==> src/can_ts_params.svh <==
// constants for the set/clear register file and the time stamp unit
// assumes a 32-bit word bus where each register sits on an aligned word
`ifndef CAN_TS_PARAMS_SVH
`define CAN_TS_PARAMS_SVH

// register byte offsets
`define OFS_GLOBAL_STATUS      12'h000
`define OFS_GLOBAL_INT_ENABLE  12'h004
`define OFS_CH1_CONTROL        12'h008
`define OFS_CH1_DEFINITION     12'h00c
`define OFS_CH1_INT_ENABLE     12'h010
`define OFS_CH2_CONTROL        12'h014
`define OFS_CH2_DEFINITION     12'h018
`define OFS_CH2_INT_ENABLE     12'h01c
`define OFS_STAMP_COUNTER      12'h020
`define OFS_TX_INSERT_ENABLE   12'h024
`define OFS_CAPTURE_VALID      12'h028
`define OFS_STAMP_BASE         12'h080
`define OFS_STAMP_LAST         12'h0fc
`define OFS_SHARED_LAST        12'h01c

// shared register layout
`define SHARED_REG_COUNT       8
`define SHARED_WIDTH           8
`define SET_FIELD_LSB          8
`define CH_CONTROL_IDX0        3'd2
`define CH_CONTROL_IDX1        3'd5
`define GLOBAL_STATUS_IDX      3'd0
`define RX_CAPTURE_POINT_BIT   3
`define STAMP_MODE_BIT         7
`define SHARED_RESET           8'h00

// time stamp and frame figures
`define STAMP_WIDTH            16
`define STAMP_BUF_COUNT        32
`define CHANNEL_COUNT          2
`define DLC_MAX_BYTES          4'd8
`define STAMP_BYTES            4'd2
`define COUNTER_RESET          16'h0000
`define INSERT_ENABLE_RESET    32'h0000_0000

`endif

==> src/can_ts_pkg.sv <==
// types shared by the set/clear register and the time stamp top level
// assumes can_ts_params.svh for all figures
package can_ts_pkg;

    // phase of the single outstanding bus transfer
    typedef enum logic [1:0] {
        BUS_IDLE,
        BUS_WRITE,
        BUS_READ
    } bus_phase_type;

    // state of one set/clear register
    typedef struct packed {
        logic [7:0] value;
    } setclear_state_type;

    // all flip-flops of the top level except the stamp memory and validReg_q
    typedef struct packed {
        bus_phase_type   phase;
        logic [11:0]     addr;
        logic            readyOut;
        logic [31:0]     rdata;
        logic [15:0]     counter;
        logic [31:0]     insertEn;
        logic [1:0][15:0] rxSofStamp;
        logic [1:0][15:0] txStamp;
        logic [1:0]      txInsert;
        logic [1:0][7:0] txByteOut;
        logic [1:0]      txByteValid;
    } top_state_type;

endpackage

==> src/setclear_reg.sv <==
// one 8-bit register written through the set/clear format
// assumes the caller decodes the address and pulses swWrite for one cycle
`timescale 1ns/100ps
`include "can_ts_params.svh"

module setclear_reg
    import can_ts_pkg::*;
(
    input  logic       clk,
    input  logic       rst,
    input  logic       swWrite,
    input  logic [7:0] swSet,
    input  logic [7:0] swClr,
    input  logic [7:0] hwSet,
    input  logic [7:0] hwClr,
    output logic [7:0] value
);
    setclear_state_type state_q;
    setclear_state_type state_d;
    logic [7:0]         swChange;

    ////////////////////////////////////////////////////////////////////////
    // per bit: only one of set/clear changes the bit; hardware set wins,
    // then a software change, then a hardware clear, so no hardware set is lost
    always_comb begin
        state_d  = state_q;
        swChange = swWrite ? (swSet ^ swClr) : 8'h00;
        for (int i = 0; i < 8; i++) begin
            if (hwSet[i]) begin
                state_d.value[i] = 1'b1;
            end else if (swChange[i]) begin
                state_d.value[i] = swSet[i];
            end else if (hwClr[i]) begin
                state_d.value[i] = 1'b0;
            end
        end
    end

    // register the state
    always_ff @(posedge clk or posedge rst) begin
        if (rst) begin
            state_q <= '{value: `SHARED_RESET};
        end else begin
            state_q <= state_d;
        end
    end

    assign value = state_q.value;

endmodule

==> src/can_setclear_and_timestamp.sv <==
// set/clear register file shared by cpu and protocol side, plus the
// free-running time stamp counter with per-buffer capture and tx insertion
// assumes an ahb-lite master and a protocol engine that reports frame
// events as one-cycle pulses synchronous to clk
`timescale 1ns/100ps
`include "can_ts_params.svh"

// Functional notes
// - cpu and protocol both change shared bits
// - shared registers read back eight bits, 15:8 zero
// - write bits 15:8 set, 7:0 clear
// - one request changes bit, zero or two keep
// - sixteen-bit free-running stamp counter
// - control bit 3 picks sof or eof capture
// - each of 32 buffers keeps its stamp
// - per-buffer flag inserts sof stamp on transmit
// - low byte second-last, high last, dlc>8=8
// - reduced variant: eof capture only, valid flag
module can_setclear_and_timestamp
    import can_ts_pkg::*;
#(
    parameter bit SOF_STAMP_SUPPORTED = 1'b1
)
(
    input  logic        clk,
    input  logic        rst,
    // ahb-lite slave
    input  logic        hsel,
    input  logic [31:0] haddr,
    input  logic [1:0]  htrans,
    input  logic        hwrite,
    input  logic [2:0]  hsize,
    input  logic [31:0] hwdata,
    input  logic        hready,
    output logic        hreadyout,
    output logic        hresp,
    output logic [31:0] hrdata,
    // protocol side access to the shared bits, 8 per register
    input  logic [63:0] protoSet,
    input  logic [63:0] protoClr,
    output logic [63:0] sharedBits,
    // per-channel frame events
    input  logic [1:0]  rxSof,
    input  logic [1:0]  rxEof,
    input  logic [1:0]  rxStore,
    input  logic [9:0]  rxStoreBuf,
    input  logic [1:0]  txSof,
    input  logic [9:0]  txBuf,
    // per-channel transmit byte path, then the stamp counter and capture-valid flags
    input  logic [1:0]  txByteReq,
    input  logic [5:0]  txByteIdx,
    input  logic [7:0]  txDlc,
    input  logic [15:0] txByteIn,
    output logic [15:0] txByteOut,
    output logic [1:0]  txByteValid,
    output logic [15:0] stampCounter,
    output logic [1:0]  captureValid
);
    import can_ts_pkg::*;

    top_state_type state_q;
    top_state_type state_d;
    logic [15:0]   stampMem [0:`STAMP_BUF_COUNT-1];
    logic [7:0]    swWrite;
    logic [7:0]    regValue [0:`SHARED_REG_COUNT-1];
    logic [1:0]    capturePoint;
    logic          stampMode;
    logic [1:0]    validFlag;
    logic [1:0]    rxCapture;
    logic [1:0]    rxUseSof;
    logic          addrPhase;
    logic [1:0]    validReg_q;
    logic [1:0][8:0] insByte;

    ////////////////////////////////////////////////////////////////////////
    // decoding helpers

    // true when the byte address names one of the shared registers
    function automatic logic isShared(input logic [11:0] a);
        isShared = (a <= `OFS_SHARED_LAST) && (a[1:0] == 2'b00);
    endfunction

    // true when the byte address lies in the stamp window
    function automatic logic isStamp(input logic [11:0] a);
        isStamp = (a >= `OFS_STAMP_BASE) && (a <= `OFS_STAMP_LAST);
    endfunction

    // stamp byte carried at position idx of a frame with length code dlc
    function automatic logic [8:0] insertByte(
        input logic [2:0]  idx,
        input logic [3:0]  dlc,
        input logic [15:0] stamp
    );
        logic [3:0] len;
        len = (dlc > `DLC_MAX_BYTES) ? `DLC_MAX_BYTES : dlc;
        insertByte = 9'h000;
        if (len >= `STAMP_BYTES) begin
            if ({1'b0, idx} == len - 4'd2) begin
                insertByte = {1'b1, stamp[7:0]};
            end else if ({1'b0, idx} == len - 4'd1) begin
                insertByte = {1'b1, stamp[15:8]};
            end
        end
    endfunction

    ////////////////////////////////////////////////////////////////////////
    // shared set/clear registers

    // one instance per shared register; protocol side gets its own byte
    generate
        for (genvar r = 0; r < `SHARED_REG_COUNT; r++) begin : g_shared
            setclear_reg u_reg (
                .clk     (clk),
                .rst     (rst),
                .swWrite (swWrite[r]),
                .swSet   (hwdata[`SET_FIELD_LSB +: 8]),
                .swClr   (hwdata[7:0]),
                .hwSet   (protoSet[r*8 +: 8]),
                .hwClr   (protoClr[r*8 +: 8]),
                .value   (regValue[r])
            );
            assign sharedBits[r*8 +: 8] = regValue[r];
        end
    endgenerate

    // capture mode bits taken straight from the shared registers
    assign stampMode = regValue[`GLOBAL_STATUS_IDX][`STAMP_MODE_BIT];
    assign capturePoint[0] =
        regValue[`CH_CONTROL_IDX0][`RX_CAPTURE_POINT_BIT];
    assign capturePoint[1] =
        regValue[`CH_CONTROL_IDX1][`RX_CAPTURE_POINT_BIT];
    assign validFlag = {2{stampMode}} & capturePoint;

    ////////////////////////////////////////////////////////////////////////
    // reception capture decision per channel

    // sof mode uses the stamp latched at start of frame; eof mode stamps
    // at store time. a reduced part only stamps in the validated eof mode
    always_comb begin
        for (int c = 0; c < `CHANNEL_COUNT; c++) begin
            if (SOF_STAMP_SUPPORTED) begin
                rxUseSof[c]  = !capturePoint[c];
                rxCapture[c] = rxStore[c];
            end else begin
                rxUseSof[c]  = 1'b0;
                rxCapture[c] = rxStore[c] && validFlag[c];
            end
        end
    end

    // bus address phase of a transfer the slave must take
    assign addrPhase = hsel && hready && htrans[1];

    ////////////////////////////////////////////////////////////////////////
    // next-state logic of everything but the stamp memory and validReg_q

    always_comb begin
        state_d = state_q;
        swWrite = 8'h00;
        state_d.txByteValid = 2'b00;

        // free-running, wraps at 16 bits
        state_d.counter = state_q.counter + 16'h0001;

        // data phase of a write: zero wait states
        if (state_q.phase == BUS_WRITE) begin
            if (isShared(state_q.addr)) begin
                swWrite[state_q.addr[4:2]] = 1'b1;
            end else if (state_q.addr == `OFS_TX_INSERT_ENABLE) begin
                state_d.insertEn = hwdata;
            end
            state_d.phase = BUS_IDLE;
        end

        // data phase of a read: one wait state so a write just before it
        // is already visible in the value returned
        if (state_q.phase == BUS_READ) begin
            state_d.rdata = 32'h0000_0000;
            if (isShared(state_q.addr)) begin
                state_d.rdata[15:0] =
                    {8'h00, regValue[state_q.addr[4:2]]};
            end else if (isStamp(state_q.addr)) begin
                state_d.rdata[15:0] = stampMem[state_q.addr[6:2]];
            end else if (state_q.addr == `OFS_STAMP_COUNTER) begin
                state_d.rdata[15:0] = state_q.counter;
            end else if (state_q.addr == `OFS_TX_INSERT_ENABLE) begin
                state_d.rdata = state_q.insertEn;
            end else if (state_q.addr == `OFS_CAPTURE_VALID) begin
                state_d.rdata[1:0] = validFlag;
            end
            state_d.readyOut = 1'b1;
            state_d.phase    = BUS_IDLE;
        end

        // address phase; unmapped addresses read zero, writes are dropped
        if (addrPhase) begin
            state_d.addr = haddr[11:0];
            if (hwrite) begin
                state_d.phase = BUS_WRITE;
            end else begin
                state_d.phase    = BUS_READ;
                state_d.readyOut = 1'b0;
            end
        end

        // per-channel frame events
        for (int c = 0; c < `CHANNEL_COUNT; c++) begin
            if (rxSof[c] && SOF_STAMP_SUPPORTED) begin
                state_d.rxSofStamp[c] = state_q.counter;
            end
            if (txSof[c] && SOF_STAMP_SUPPORTED) begin
                state_d.txStamp[c]  = state_q.counter;
                state_d.txInsert[c] =
                    state_q.insertEn[txBuf[c*5 +: 5]];
            end
            // outgoing byte, replaced by the stamp in the last two slots
            insByte[c] = insertByte(txByteIdx[c*3 +: 3], txDlc[c*4 +: 4],
                                    state_q.txStamp[c]);
            if (txByteReq[c]) begin
                state_d.txByteValid[c] = 1'b1;
                state_d.txByteOut[c]   = txByteIn[c*8 +: 8];
                if (state_q.txInsert[c] && insByte[c][8]) begin
                    state_d.txByteOut[c] = insByte[c][7:0];
                end
            end
        end
    end

    ////////////////////////////////////////////////////////////////////////
    // state register

    always_ff @(posedge clk or posedge rst) begin
        if (rst) begin
            state_q             <= '0;
            state_q.phase       <= BUS_IDLE;
            state_q.readyOut    <= 1'b1;
            state_q.counter     <= `COUNTER_RESET;
            state_q.insertEn    <= `INSERT_ENABLE_RESET;
        end else begin
            state_q <= state_d;
        end
    end

    ////////////////////////////////////////////////////////////////////////
    // per-buffer stamp memory

    // channel 2 writes after channel 1 and rx after tx, so on a clash of
    // buffer numbers in one cycle the later writer wins; software never
    // maps one buffer to both channels, so this only affects misuse
    always_ff @(posedge clk or posedge rst) begin
        if (rst) begin
            for (int b = 0; b < `STAMP_BUF_COUNT; b++) begin
                stampMem[b] <= 16'h0000;
            end
        end else begin
            for (int c = 0; c < `CHANNEL_COUNT; c++) begin
                if (txSof[c] && SOF_STAMP_SUPPORTED) begin
                    stampMem[txBuf[c*5 +: 5]] <= state_q.counter;
                end
                if (rxCapture[c]) begin
                    stampMem[rxStoreBuf[c*5 +: 5]] <= rxUseSof[c] ?
                        state_q.rxSofStamp[c] : state_q.counter;
                end
            end
        end
    end

    ////////////////////////////////////////////////////////////////////////
    // outputs straight from flip-flops, hresp tied to zero

    assign hreadyout    = state_q.readyOut;
    assign hresp        = 1'b0;                  // always okay
    assign hrdata       = state_q.rdata;
    assign stampCounter = state_q.counter;
    assign txByteValid  = state_q.txByteValid;
    assign captureValid = validReg_q;

    // capture-valid flags registered so the port comes from a flip-flop
    always_ff @(posedge clk or posedge rst) begin
        if (rst) begin
            validReg_q <= 2'b00;
        end else begin
            validReg_q <= validFlag;
        end
    end

    // byte lanes of the two channels
    generate
        for (genvar c = 0; c < `CHANNEL_COUNT; c++) begin : g_txout
            assign txByteOut[c*8 +: 8] = state_q.txByteOut[c];
        end
    endgenerate

endmodule

==> config.mk <==
export PLATFORM = sky130hd
export DESIGN_NAME = can_setclear_and_timestamp
export DESIGN_NICKNAME = d
export VERILOG_FILES = /design/src/can_ts_pkg.sv /design/src/setclear_reg.sv /design/src/can_setclear_and_timestamp.sv
export VERILOG_INCLUDE_DIRS = /design/src
export SDC_FILE = /design/constraint.sdc
export NUM_CORES = 2
export LEC_CHECK = 0
export BUFFER_PORTS_ARGS = -buffer_cell sky130_fd_sc_hd__buf_2
export CAP_MARGIN = 20
export CORE_MARGIN = 2
export CORE_UTILIZATION = 30
export DETAILED_ROUTE_END_ITERATION = 7
export GPL_ROUTABILITY_DRIVEN = 0
export SYNTH_ARGS = -nofsm -noshare
export SYNTH_HDL_FRONTEND = slang
export SYNTH_SLANG_ARGS = --single-unit
==> constraint.sdc <==
create_clock -name clk -period 45.2 [get_ports clk]
set_clock_uncertainty 0.1 [all_clocks]
set_input_delay 9.04 -clock clk [delete_from_list [all_inputs] [get_ports clk]]
set_output_delay 9.04 -clock clk [all_outputs]
set_load 0.005 [all_outputs]
# [After elaboration in Yosys (flattened, before gate mapping)]
# Index checks and enable logic that the tools add are counted.
[totals] mem_bits_rw=0 memories=0 regBits=757 latchBits=0 mem_bits_ro=0 in_bits=262
[op_classes] muxes=259 multipliers=0 addsub=5 div_mod_pow=0 reduce_logical=78 order_cmp=21 n_bitwise=9 n_eq_ne=9 shifts=0
[op_table] operator="$bwmux W512" count=4
[op_table] operator="$mux W512" count=4
[op_table] operator="$demux W16 S5" count=4
[op_table] operator="$mux W16" count=14
[op_table] operator="$mux W1" count=198
[op_table] operator="$reduce_bool A3 Y1" count=65
[op_table] operator="$mux W8" count=14
[op_table] operator="$bmux W16 S5" count=1
[op_table] operator="$mux W9" count=6
[op_table] operator="$eq A12 B6 Y1 const B" count=3
[op_table] operator="$mux W33" count=1
[op_table] operator="$ge A6 B6 Y1 const B" count=5
[op_table] operator="$mux W30" count=1
[op_table] operator="$not A5 Y6" count=5
[op_table] operator="$bmux W8 S3" count=1
[op_table] operator="$lt A6 B1 Y1 const B" count=4
[op_table] operator="$add A16 B1 Y16 const B" count=1
[op_table] operator="$eq A3 B4 Y1" count=4
[op_table] operator="$mux W15" count=1
[op_table] operator="$ge A12 B8 Y1 const B" count=1
[op_table] operator="$le A12 B5 Y1 const B" count=1
[op_table] operator="$le A12 B8 Y1 const B" count=1
[op_table] operator="$lt A5 B6 Y1 const B" count=2
[op_table] operator="$logic_and A1 B1 Y1" count=11
[op_table] operator="other kinds (19)" count=29

# [Longest topological paths before layout]
[depth] depth_word=13 mapped_depth=10

# [Modules after synthesis]
# Synthesis repeated with hierarchy kept, for this count alone.
[unflattened] cells_unflattened=4869 hier_area_um2=46067.9
[modules_own_cells] module="can_setclear_and_timestamp" seq_area_each_um2=17342.9 area_each_um2=42164.2 instances=1 cells_each=4405
[modules_own_cells] module="setclear_reg" seq_area_each_um2=200.2 area_each_um2=488.0 instances=8 cells_each=58

# [Worst setup path before layout]
# No wires, ideal clock.
[synth_timing] kind="input to register" start="in txDlc[3]" end="reg state_q (netlist bit txByteOut[0])" arrival_time_ps=11100 setup_ps=87 stages=8 slack_ps=33914 t_required_ps=45013 cell_sequence="clkbuf_1 nand2b_1 ha_1 o31ai_1 o211ai_1 and3_1 clkbuf_1 o211ai_1"
[synth_via] elab_chain_len=9 elab_cells_between_ends=12 cone_classes="2 x add/sub; 2 x order compare; 2 x eq/ne; 5 x mux; 1 x reduce/logical"
[synth_lines] item="start: declaration" line="can_setclear_and_timestamp.sv:52" source="input logic [7:0] txDlc,"
[synth_lines] item="$gt A4 B4 Y1 (no line)"
[synth_lines] item="$mux W4 (*)" line="can_setclear_and_timestamp.sv:95" source="len = (dlc > `DLC_MAX_BYTES) ? `DLC_MAX_BYTES : dlc;"
[synth_lines] item="$sub A4 B1 Y4" line="can_setclear_and_timestamp.sv:100" source="end else if ({1'b0, idx} == len - 4'd1) begin"
[synth_lines] item="$eq A3 B4 Y1" line="can_setclear_and_timestamp.sv:100"
[synth_lines] item="$mux W9" line="can_setclear_and_timestamp.sv:100"
[synth_lines] item="$mux W9" line="can_setclear_and_timestamp.sv:98" source="if ({1'b0, idx} == len - 4'd2) begin"
[synth_lines] item="$mux W9 (*)" line="can_setclear_and_timestamp.sv:97" source="if (len >= `STAMP_BYTES) begin"
[synth_lines] item="$logic_and A1 B1 Y1" line="can_setclear_and_timestamp.sv:222" source="if (state_q.txInsert[c] && insByte[c][8]) begin"
[synth_lines] item="$mux W8 (*)" line="can_setclear_and_timestamp.sv:222"
[synth_lines] item="end signal: assignment" line="can_setclear_and_timestamp.sv:240" source="state_q <= state_d;"
[synth_lines] item="end: declaration" line="can_setclear_and_timestamp.sv:61" source="top_state_type state_q;"
# Every way passes the cells marked *; elsewhere a longest branch is shown, timed or not.
# A chain may end at the register's enable or synchronous reset.

==> reports/metrics.yaml <==
status: "finished, final reports clean"
ys_ff_latch: 757
setup-violations-final: 0
synth_cell_types: 80
whs_ps: 378
r2r_cells: 8
io-pin-count: 396
maxCapViolations: 0
vias: 41700
route.detailed.drc: 0
first_pass_iters: 8
worstReg2RegEnd: "hrdata[14]"
crit_chain: "buf_2, inv_8, buf_4, buf_4, buf_4"
hp-class: "reg2reg"
crit_slowest_cell: "buf_4"
die-area_sq_um: 165000
crit_fanout: 113
period_share: 0.260
setup_ws_ps: 33430
crit_path_end_kind: "asynchronous set/reset pin"
postSynthCellCount: 4725
pre_cts_ws_ps: 32580
reg2reg_from: "state_q[167]"
clk_path_buf_depth: 3
clock.fmax_mhz: 84.9
grt_overflow_total: 0
slowest_delay_ps: 900
grt_max_degree: 161
worst_pin_slew_ps: 1200
avgViaCountPerCell: 5.95
antenna_found_initial: 32
drt-initial-drc-count: 5234
cts_buffers: 87
clock_latency_ps: 700
die_h_um: 407
cp.arrival_ps: 12380
wl_per_cell_um: 28.8
min_period_ps: 11770
clockRootBuffer: "clkbuf_16"
synth_edf_count: 0
setup_tns_ps: 0
ys.flop_type: "dfrtp_1"
powerDensity_nw_per_um2: 37.6
io_buffers: 368
cts_setup_buffers: 0
path_common_cell: "buf_4"
syn-num-nets: 4994
ant_nets: 0
hold_viol_final: 0
critical_path.endpoint: "stampMem[321]"
cts_max_level: 3
rows: 147
num-nets-final: 5042
grt_use_total: 0.236
start_util: 0.303
syn_area_sq_um: 48600
maxSlewViolCount: 0
synth_area_per_cell_sq_um: 10.3
cp_num_buf_inv: 5
cpLargestDelayFamily: "buffers and inverters"
grt_pass1_vias: 40100
cp_num_cells: 5
grt_setup_unrepaired: "no"
criticalPathCategory: "in2async"
synth_warnings: 0
irDropWorstVdd_v: 0.0000294
die_width_um: 407
finalWirelength_mm: 202
dpl.hpwl_mm: 133
max_slew_margin: 0.182
core_area_sq_um: 161000
clk_pin_slew_ps: 60
async_reset_ff_frac: 1.00
p_leak_nw: 24.7
grt_first_pass_wirelength_mm: 288
cts_tree: "built"
required_ps: 45800
cp-startpoint: "rst"
cts.sinks: 757
ctsHoldBuffers: 0
cts.repair.resized: 0
r2r_setup_slack_ps: 40050
startpoint_type: "input port"
areaGrowthSynthToFinish_pct: 13.5
final_layout_size_suffix_gt1_frac: 0.275
ys_seq_area_frac: 0.390
post-route-util: 0.343
## cells in the final DEF (no fill, tap or decap), drive strengths merged, types with 13 or more instances in the layout
cell and instances:
mux4 159, o22ai 32, a31oi 107, a22oi 33, a2bb2oi 26, nor2b 21, inv 94, buf 530
mux2i 642, nand2b 30, o22a 33, nor3 13, a211oi 85, a221oi 20, o211ai 87, o221ai 38
o21ai 311, and2 24, a211o 78, nand3b 88, nand2 222, mux2 385, a22o 23, dfrtp 756
clkbuf 137, nor2 457, a21oi 149, nand3 29, xnor2 19, o31ai 19, nand4b 13, o31a 38
## worst min-delay path by stage
stage / startpoint / slack (ps) / cells past startpoint / end
CTS: hrdata[13] / 380 / 2 / hrdata[13]
global placement: hrdata[13] / 360 / 2 / hrdata[13]
detailed placement: hrdata[13] / 370 / 2 / hrdata[13]
floorplan: hrdata[10] / 350 / 2 / hrdata[10]
global route: hrdata[14] / 410 / 2 / hrdata[14]
finish: hrdata[13] / 380 / 2 / hrdata[13]
## registers in the layout, summed over array words and instances (netlist names)
register,cells
captureValid,2
txByteOut,16
stampMem,512
state_q,112
g_shared.u_reg.value,64
hreadyout,1
hrdata,32
stampCounter,16
txByteValid,2
## per-layer routing
layer	vias to the layer above	GRT usage	part of all wire
li1	17500	-	-
met1	21100	0.296	0.39
met2	2563	0.359	0.44
met3	589	0.0653	0.10
met4	14	0.147	0.067
met5	-	0	0.00052
## per-stage QoR
| stage | total power [mW] | cells | area [sq um] |
|---|---|---|---|
| after floorplan | 1.17 | 4725 | 48600 |
| after global placement | 1.31 | 6833 | 52100 |
| after detailed placement | 1.33 | 6836 | 52200 |
| after CTS | 2.06 | 6991 | 55100 |
| after global routing | 2.15 | 7006 | 55200 |
| final | 2.07 | 7008 | 55200 |
## worst reg2reg max path: stages (launching register included)
cell      delay (ps)
dfrtp_4          780
buf_4            640
buf_4            820
buf_4            730
mux4_2           740
a22oi_1          410
nand3_1          130
a211oi_1         560
o31ai_1          120
## cells by family after synthesis
group | count (synthesis) | share of synthesized area
flops | 757 | 0.390
xor+xnor | 26 | 0.00468
fa+ha+maj | 7 | 0.00180
compound gates | 1107 | 0.152
simple gates | 975 | 0.0961
buf+inv | 666 | 0.0608
other cells | 1 | 0.0000771
mux | 1186 | 0.295
## synth_stat cells (30+ instances only)
cell type,instances,share of area
dfrtp_1,756,0.39
mux2i_1,642,0.13
nor2_1,452,0.035
mux2_2,385,0.089
clkbuf_1,358,0.028
o21ai_0,311,0.032
nand2_1,222,0.017
mux4_2,159,0.074
a21oi_1,147,0.015
a31oi_1,107,0.014
buf_2,93,0.0096
inv_1,93,0.0072
nand3b_1,88,0.014
buf_4,87,0.013
a211oi_1,85,0.013
o211ai_1,82,0.013
a211o_1,78,0.014
o221ai_1,38,0.0068
o31a_1,38,0.0068
a22oi_1,33,0.0051
buf_1,33,0.0025
o22a_1,33,0.0059
o22ai_1,32,0.0041
nand2b_1,30,0.0039
## power by group
part | switching, mW | internal (mW) | total (mW)
Clock | 0.312 | 0.431 | 0.742
Sequential | 0.0731 | 0.775 | 0.848
Combinational | 0.257 | 0.227 | 0.484
Total | 0.641 | 1.43 | 2.07
## area by class of cell
cell class,count,area (sq um)
diodes,9,22.5
clock buffers,135,2650
clock inverters,20,256
fillers,16100,106000
inverters,93,357
multi-input cells,3302,27100
flip-flops and latches,757,19000
well taps,2160,2700
repair buffers,532,3170
Power figures use the tool's default switching activity.
